`src/pkg/mbpm_pkg.sv`:
```
// Constants and types of the field-point map
package mbpm_pkg;

  // ----------------------------------------------------------------
  // Serial frame format
  // ----------------------------------------------------------------
  localparam int BAUD_RATE = 4800;
  localparam int DATA_BITS = 8;
  localparam int PARITY_BITS = 0;
  localparam int STOP_BITS = 2;
  localparam int CLK_HZ = 125_000_000;
  localparam int BIT_CYCLES = CLK_HZ / BAUD_RATE;

  // ----------------------------------------------------------------
  // Accumulator sample timebase, rate counted in tenths of a second
  // ----------------------------------------------------------------
  localparam int TENTH_MS = 100;
  localparam int TENTH_CYCLES = (CLK_HZ / 1000) * TENTH_MS;
  localparam logic [15:0] RATE_RST = 16'h000A;

  // ----------------------------------------------------------------
  // Point address map
  // ----------------------------------------------------------------
  localparam logic [16:0] COIL_BASE = 17'h0_0001;
  localparam logic [16:0] INSTAT_BASE = 17'h0_2711;
  localparam logic [16:0] INREG_BASE = 17'h0_7531;
  localparam logic [16:0] HOLD_BASE = 17'h0_9C41;
  localparam logic [16:0] NUM_COIL_MAX = 17'h0_0010;
  localparam logic [16:0] NUM_INSTAT = 17'h0_0010;
  localparam logic [16:0] NUM_INREG = 17'h0_0008;
  localparam logic [16:0] NUM_HOLD = 17'h0_0004;

  // ----------------------------------------------------------------
  // Values
  // ----------------------------------------------------------------
  localparam logic [15:0] RAW_MAX = 16'h7FFF;
  localparam logic [15:0] HOLD_RST = 16'h0000;
  localparam logic [7:0] STATION_RSV = 8'h00;

  typedef enum logic [2:0] {
    MBPM_RGN_NONE,
    MBPM_RGN_COIL,
    MBPM_RGN_INSTAT,
    MBPM_RGN_INREG,
    MBPM_RGN_HOLD
  } mbpm_region_t;

endpackage

```
`src/hdl/mbpm_point_map.sv`:
```
// Field-point map: coils, input status, input and holding registers, accumulators
module mbpm_point_map #(
  parameter int NUM_COIL = 4,
  parameter int NUM_AIN = 8,
  parameter int BIT_CYCLES = mbpm_pkg::BIT_CYCLES,
  parameter int TENTH_CYCLES = mbpm_pkg::TENTH_CYCLES
) (
  input wire logic clock,
  input wire logic rst_b,
  input wire logic clk_en,
  input wire logic [7:0] station_addr,
  input wire logic rbe_mode,
  input wire logic status_update,
  input wire logic req_valid,
  input wire logic req_write,
  input wire logic [16:0] req_addr,
  input wire logic [15:0] req_wdata,
  input wire logic [15:0] din_level,
  input wire logic [NUM_AIN*16-1:0] ain_sample,
  input wire logic acc_cfg_valid,
  input wire logic acc_cfg_clear,
  input wire logic [2:0] acc_cfg_chan,
  input wire logic [15:0] acc_cfg_rate,
  output logic rsp_valid,
  output logic rsp_err,
  output logic [15:0] rsp_rdata,
  output logic station_ok,
  output logic baud_tick,
  output logic [NUM_COIL-1:0] dout,
  output logic [63:0] aout,
  output logic [NUM_AIN*32-1:0] acc_sum,
  output logic [NUM_AIN*32-1:0] acc_count,
  output logic [NUM_AIN*16-1:0] acc_rate
);
  import mbpm_pkg::*;

  localparam int BIT_W = $clog2(BIT_CYCLES);
  localparam int TENTH_W = $clog2(TENTH_CYCLES);
  localparam int CIDX_W = NUM_COIL > 1 ? $clog2(NUM_COIL) : 1;

  // ----------------------------------------------------------------
  // State
  // ----------------------------------------------------------------
  logic [BIT_W-1:0] bit_cnt_reg;
  logic [TENTH_W-1:0] tenth_cnt_reg;
  logic tenth_tick_reg;
  logic baud_tick_reg;
  logic station_ok_reg;
  logic [NUM_COIL-1:0] coil_reg;
  logic [15:0] hold_reg [4];
  logic [15:0] din_live_reg;
  logic [15:0] din_snap_reg;
  logic [15:0] ain_live_reg [NUM_AIN];
  logic [15:0] ain_snap_reg [NUM_AIN];
  logic rsp_valid_reg;
  logic rsp_err_reg;
  logic [15:0] rsp_rdata_reg;

  // ----------------------------------------------------------------
  // Bit-time tick for the fixed serial frame and tenth-second accumulator tick
  // ----------------------------------------------------------------
  wire bit_wrap = bit_cnt_reg == BIT_W'(BIT_CYCLES - 1);
  wire tenth_wrap = tenth_cnt_reg == TENTH_W'(TENTH_CYCLES - 1);

  always_ff @(posedge clock or negedge rst_b) begin
    if (!rst_b) begin
      bit_cnt_reg <= '0;
      baud_tick_reg <= 1'b0;
      tenth_cnt_reg <= '0;
      tenth_tick_reg <= 1'b0;
    end else if (clk_en) begin
      bit_cnt_reg <= bit_wrap ? '0 : bit_cnt_reg + 1'b1;
      baud_tick_reg <= bit_wrap;
      tenth_cnt_reg <= tenth_wrap ? '0 : tenth_cnt_reg + 1'b1;
      tenth_tick_reg <= tenth_wrap;
    end
  end

  // ----------------------------------------------------------------
  // Address decode
  // ----------------------------------------------------------------
  wire [16:0] off_coil = req_addr - COIL_BASE;
  wire [16:0] off_instat = req_addr - INSTAT_BASE;
  wire [16:0] off_inreg = req_addr - INREG_BASE;
  wire [16:0] off_hold = req_addr - HOLD_BASE;
  wire in_coil_rng = req_addr >= COIL_BASE && off_coil < NUM_COIL_MAX;
  wire in_coil = in_coil_rng && off_coil < 17'(NUM_COIL);
  wire in_instat = req_addr >= INSTAT_BASE && off_instat < NUM_INSTAT;
  wire in_inreg = req_addr >= INREG_BASE && off_inreg < 17'(NUM_AIN);
  wire in_hold = req_addr >= HOLD_BASE && off_hold < NUM_HOLD;
  wire [3:0] idx_bit = off_instat[3:0];
  wire [2:0] idx_inreg = off_inreg[2:0];
  wire [1:0] idx_hold = off_hold[1:0];
  wire reachable = station_ok_reg;
  wire req_take = clk_en && req_valid && reachable;
  wire ro_write = req_write && (in_instat || in_inreg);
  wire bad_addr = !(in_coil || in_instat || in_inreg || in_hold);
  wire req_err = bad_addr || ro_write;
  wire coil_we = req_take && req_write && in_coil;
  wire hold_we = req_take && req_write && in_hold;
  wire [15:0] hold_wval = req_wdata[15] ? RAW_MAX : req_wdata;

  // ----------------------------------------------------------------
  // Read selection, live or stored status
  // ----------------------------------------------------------------
  wire [15:0] din_src = rbe_mode ? din_snap_reg : din_live_reg;
  wire [15:0] ain_src = rbe_mode ? ain_snap_reg[idx_inreg] : ain_live_reg[idx_inreg];
  wire [15:0] coil_rd = {15'h0000, coil_reg[off_coil[CIDX_W-1:0]]};
  wire [15:0] instat_rd = {15'h0000, din_src[idx_bit]};
  wire [15:0] rd_data = in_coil ? coil_rd :
                        in_instat ? instat_rd :
                        in_inreg ? ain_src :
                        in_hold ? hold_reg[idx_hold] : 16'h0000;

  // ----------------------------------------------------------------
  // Point storage and answer
  // ----------------------------------------------------------------
  always_ff @(posedge clock or negedge rst_b) begin
    if (!rst_b) begin
      station_ok_reg <= 1'b0;
      coil_reg <= '0;
      rsp_valid_reg <= 1'b0;
      rsp_err_reg <= 1'b0;
      rsp_rdata_reg <= 16'h0000;
      din_live_reg <= 16'h0000;
      din_snap_reg <= 16'h0000;
    end else if (clk_en) begin
      station_ok_reg <= station_addr != STATION_RSV;
      din_live_reg <= ~din_level;
      if (status_update) begin
        din_snap_reg <= ~din_level;
      end
      if (coil_we) begin
        coil_reg[off_coil[CIDX_W-1:0]] <= |req_wdata;
      end
      rsp_valid_reg <= req_valid && reachable;
      rsp_err_reg <= req_valid && reachable && req_err;
      rsp_rdata_reg <= (req_valid && reachable && !req_err && !req_write) ? rd_data : 16'h0000;
    end
  end

  for (genvar h = 0; h < 4; h++) begin : g_hold
    always_ff @(posedge clock or negedge rst_b) begin
      if (!rst_b) begin
        hold_reg[h] <= HOLD_RST;
      end else if (clk_en && hold_we && idx_hold == 2'(h)) begin
        hold_reg[h] <= hold_wval;
      end
    end
    assign aout[h*16 +: 16] = hold_reg[h];
  end

  // ----------------------------------------------------------------
  // Analog inputs and accumulators
  // ----------------------------------------------------------------
  for (genvar a = 0; a < NUM_AIN; a++) begin : g_ain
    logic [15:0] div_reg;
    logic [15:0] rate_reg;
    logic [31:0] sum_reg;
    logic [31:0] count_reg;
    wire [15:0] raw = ain_sample[a*16 +: 16];
    wire [15:0] clamped = raw[15] ? RAW_MAX : raw;
    wire cfg_hit = acc_cfg_valid && acc_cfg_chan == 3'(a);
    wire hit = tenth_tick_reg && rate_reg != 16'h0000 && div_reg == rate_reg - 16'h0001;

    always_ff @(posedge clock or negedge rst_b) begin
      if (!rst_b) begin
        ain_live_reg[a] <= 16'h0000;
        ain_snap_reg[a] <= 16'h0000;
      end else if (clk_en) begin
        ain_live_reg[a] <= clamped;
        if (status_update) begin
          ain_snap_reg[a] <= clamped;
        end
      end
    end

    always_ff @(posedge clock or negedge rst_b) begin
      if (!rst_b) begin
        div_reg <= 16'h0000;
        rate_reg <= RATE_RST;
        sum_reg <= 32'h0000_0000;
        count_reg <= 32'h0000_0000;
      end else if (clk_en) begin
        if (cfg_hit && acc_cfg_clear) begin
          div_reg <= 16'h0000;
          sum_reg <= 32'h0000_0000;
          count_reg <= 32'h0000_0000;
        end else if (tenth_tick_reg) begin
          div_reg <= hit ? 16'h0000 : div_reg + 16'h0001;
          if (hit) begin
            sum_reg <= sum_reg + {16'h0000, clamped};
            count_reg <= count_reg + 32'h0000_0001;
          end
        end
        if (cfg_hit && !acc_cfg_clear) begin
          rate_reg <= acc_cfg_rate;
          div_reg <= 16'h0000;
        end
      end
    end

    assign acc_sum[a*32 +: 32] = sum_reg;
    assign acc_count[a*32 +: 32] = count_reg;
    assign acc_rate[a*16 +: 16] = rate_reg;
  end

  // ----------------------------------------------------------------
  // Outputs
  // ----------------------------------------------------------------
  assign rsp_valid = rsp_valid_reg;
  assign rsp_err = rsp_err_reg;
  assign rsp_rdata = rsp_rdata_reg;
  assign station_ok = station_ok_reg;
  assign baud_tick = baud_tick_reg;
  assign dout = coil_reg;

endmodule

```
`config.mk`:
```
export PLATFORM = sky130hd
export DESIGN_NAME = mbpm_point_map
export DESIGN_NICKNAME = d
export VERILOG_FILES = /design/src/pkg/mbpm_pkg.sv /design/src/hdl/mbpm_point_map.sv
export SDC_FILE = /design/constraint.sdc
export NUM_CORES = 2
export LEC_CHECK = 0
export CORE_UTILIZATION = 30
export DETAILED_ROUTE_END_ITERATION = 10
export DONT_BUFFER_PORTS = 1
export PLACE_DENSITY_LB_ADDON = 0.05
export SETUP_SLACK_MARGIN = 0.2
export SLEW_MARGIN = 20
export SYNTH_ARGS = -nofsm -noshare
export SYNTH_HDL_FRONTEND = slang
export SYNTH_SLANG_ARGS = --single-unit
```
`constraint.sdc`:
```
create_clock -name clock -period 4 [get_ports clock]
set_input_delay 0.8 -clock clock [delete_from_list [all_inputs] [get_ports clock]]
set_output_delay 0.8 -clock clock [all_outputs]
set_load 0.01 [all_outputs]
```
==> flow_summary.json <==
{
  "pwr_density_cell_nw_per_um2": 503,
  "synth.top_cell.area_share_pct": 44.0,
  "postSynth.asyncResetShare_pct": 100,
  "routed_wl_um": 258000,
  "yosysMostFrequentCell": "dfrtp_1",
  "ys_types": 87,
  "hold_slack_ns": 0.0391,
  "clk_pin_slew_ns": 0.06,
  "tns_ns": 0,
  "cts-root-buf": "clkbuf_16",
  "tightest_slew_ns": 1.53,
  "dp_hpwl_um": 191000,
  "wirelength_met1_um": 108000,
  "irDropWorstVdd_uv": 490,
  "syn_avg_cell_area_sq_um": 9.25,
  "io_buffers": 0,
  "crit_type": "flip-flop to flip-flop",
  "num_vias": 54300,
  "die_x_um": 468,
  "drc": 0,
  "met2WireLength_um": 123000,
  "timing.reg2reg.setup_slack_ns": 0.15,
  "ys_top_cells_by_area": "dfrtp_1 44%, nor2_1 4.8%, a21oi_1 4.2%",
  "violations": "max-slew violations",
  "startpoint_type": "flip-flop",
  "postRouteAntennaNets": 0,
  "dp_cells": 9946,
  "wire_per_inst_um": 25.2,
  "synth-seq-area-share_pct": 44.6,
  "drt-vias-per-instance": 5.30,
  "power_frac_clock_pct": 36.5,
  "cts.sinks": 1163,
  "hold_viol": 0,
  "cp-end-kind": "flip-flop",
  "drt_pass1_iterations": 6,
  "synth.top_cells.by_count": "1,147 x dfrtp_1, 831 x nor2_1, 589 x nand2_1, 552 x a21oi_1, 452 x o21ai_0",
  "worst_slack_ns": 0.151,
  "p_switching_mw": 13.2,
  "yosys_warnings": 0,
  "ios": 941,
  "layout-drive-gt1-share_pct": 14.8,
  "fin_util_pct": 35.8,
  "rsz0062_at_grt": "yes",
  "grt_max_degree": 350,
  "critical_path_buf_inv_count": 2,
  "gp_congestion": 0.827,
  "p_leak_nw": 32.3,
  "cts_tree": "yes",
  "combPwrFrac_pct": 24.5,
  "track_usage_pct": 23.0,
  "num_rows": 170,
  "synth-main-ff-cell": "dfrtp_1",
  "grt.overflow.total": 0,
  "setup.worst_path.end": "g_ain[6].sum_reg[22]",
  "power.share.sequential_pct": 38.9,
  "die_h_um": 468,
  "fin_crit_sh_pct": 96.2,
  "period_minus_slack_ns": 3.85,
  "clkLatencyLatePin_ns": 0.81,
  "top_layer_used": "met4",
  "cp_slowest_cell": "a2111o_2",
  "syn_area_sq_um": 65300,
  "crit_path_cell_trace": "or4_4, or4_4, o21a_4, or3_4, a211oi_2, nand4_1, buf_6, a2111o_2, buf_6, or3_4, a21oi_2",
  "worstSetupPathDepth": 11,
  "ctsHtreeMaxLevel": 4,
  "internal_power_mw": 25.6,
  "crit_family": "simple AND/OR/NAND/NOR gates",
  "crit_path_max_incr_delay_ns": 0.58,
  "n_fill_cell": 22000,
  "initialDrtViolationCount": 3289,
  "synth_top_area_cell": "dfrtp_1",
  "dr_wl_met3_um": 19600,
  "start_util_pct": 30.3,
  "critPathRequiredTime_ns": 4.73,
  "clock_skew_ns": 0.0259,
  "fin_cells": 10300,
  "synth-edff-count": 0,
  "cap_viol_max_count": 0,
  "ff2ff_path_depth": 11,
  "coreArea_sq_um": 215000,
  "synthCells": 7056,
  "pre_cts_slack_ns": -0.106,
  "slew_viol_final": 28,
  "setup_viol": 0,
  "cts_made_buffers": 154,
  "relSlewSlack_pct": -1.86,
  "antenna_found_initial": 22,
  "clock_path_buffers": 3,
  "arrival_ns": 4.58,
  "grt_pass1_vias": 53100,
  "area_growth_syn_to_layout_pct": 18.1,
  "synth-seq-cells": 1163,
  "die-area_sq_um": 219000,
  "grt_pass1_wl_um": 376000,
  "r2r_start": "g_ain[6].rate_reg[7]",
  "status": "finished with violations",
  "p_sw_share_pct": 34.0,
  "crit_start": "g_ain[6].rate_reg[7]",
  "final_nets": 7659,
  "crit_path_max_fanout": 8,
  "max_clock_freq_mhz": 260,
  "r2r_end": "g_ain[6].sum_reg[22]",
  "hp-class": "input port to asynchronous set/reset pin"
}
repair_timing:
action / CTS / global route
buffers inserted: 4 / 11
endpoints found under the hold margin: 84 / 0
hold buffers: 2 / 0
pin swaps: 7 / 21
endpoints found under the setup margin: 88 / 320
cloned: 0 / 2
gates resized for setup: 20 / 86
worst min path at each step:
stage / start / to / slack [ns] / cells after the start
6_report: rst_b / g_ain[2].count_reg[10] / 0.04 / 2
3_5_place_dp: tenth_cnt_reg[2] / tenth_cnt_reg[2] / 0.49 / 1
4_1_cts: din_level[9] / din_snap_reg[9] / 0.009 / 1
2_1_floorplan: tenth_cnt_reg[2] / tenth_cnt_reg[2] / 0.46 / 1
3_3_place_gp: tenth_cnt_reg[2] / tenth_cnt_reg[2] / 0.48 / 1
5_1_grt: din_level[9] / din_snap_reg[9] / 0.02 / 1
placed cells by master (no fill, tap or decap), types with 43 or more instances in the layout:
cell type	synthesis	final
nor4_1	74	56
nor3_1	123	119
and3_1	169	169
o211ai_1	51	51
nand4_1	113	113
nand2b_1	84	84
nand3_1	224	223
o21ai_0	452	447
a21o_1	61	61
clkbuf_1	321	43
ha_1	153	147
mux4_2	101	101
nand2_1	589	587
or4_1	84	75
a21oi_1	552	546
nor2b_1	77	76
clkbuf_16	0	155
xor2_1	163	162
buf_4	5	385
o31ai_1	140	139
mux2_2	128	128
nor2_1	831	821
or3_1	161	157
xnor2_1	278	278
inv_1	289	286
dfrtp_1	1147	1144
and2_1	45	43
stage by stage:
stage	instance area, sq um	total power, mW
detailed placement	71300	24.7
CTS	76500	39.2
global route	77000	41.0
floorplan	65500	20.9
finish	77000	38.7
global placement	71200	24.7
layer usage:
metal  GRT usage, %  vias to the layer above
li1               -                    25800
met1           28.5                    27000
met2           38.0                     1233
met3           7.19                      272
met4           6.84                        0
met5              0                        -
power by group through the flow:
stage               Combinational (mW)  Clock, mW  Sequential (mW)
floorplan                         6.40          0             14.5
global placement                  9.34          0             15.3
detailed placement                9.37          0             15.3
CTS                               9.46       14.6             15.1
global route                      10.6       15.0             15.3
finish                            9.49       14.2             15.1
area by class of cell:
cell class | instances | area (sq um) | share of cell area (%)
diodes | 8 | 20.0 | 0.0260
clock buffers | 234 | 4540 | 5.89
clock inverters | 44 | 559 | 0.726
inverters | 289 | 1090 | 1.42
multi-input cells | 5242 | 34300 | 44.5
flip-flops and latches | 1163 | 29100 | 37.8
well taps | 2838 | 3550 | 4.61
repair buffers | 435 | 3860 | 5.01
worst reg2reg max path: stages (launching register included):
cell and delay [ns]:
dfrtp_1 0.37, or4_4 0.53, or4_4 0.47, o21a_4 0.23, or3_4 0.36, a211oi_2 0.22
nand4_1 0.14, buf_6 0.25, a2111o_2 0.59, buf_6 0.18, or3_4 0.32, a21oi_2 0.11
logic make-up (layout without fill, tap and decap cells):
kind of cell / Yosys count / count (layout) / synth area share, %
adders and majority gates: 162 / 162 / 3.19
buffers and inverters: 655 / 1002 / 3.82
other: 1 / 13 / 0.00575
AOI/OAI and AO/OA: 1632 / 1632 / 15.4
muxes: 262 / 262 / 6.20
and+or+nand+nor: 2740 / 2740 / 20.8
xor gates and xnor gates: 441 / 441 / 5.92
DFF: 1163 / 1163 / 44.6
(Power assumes the default switching activity.)
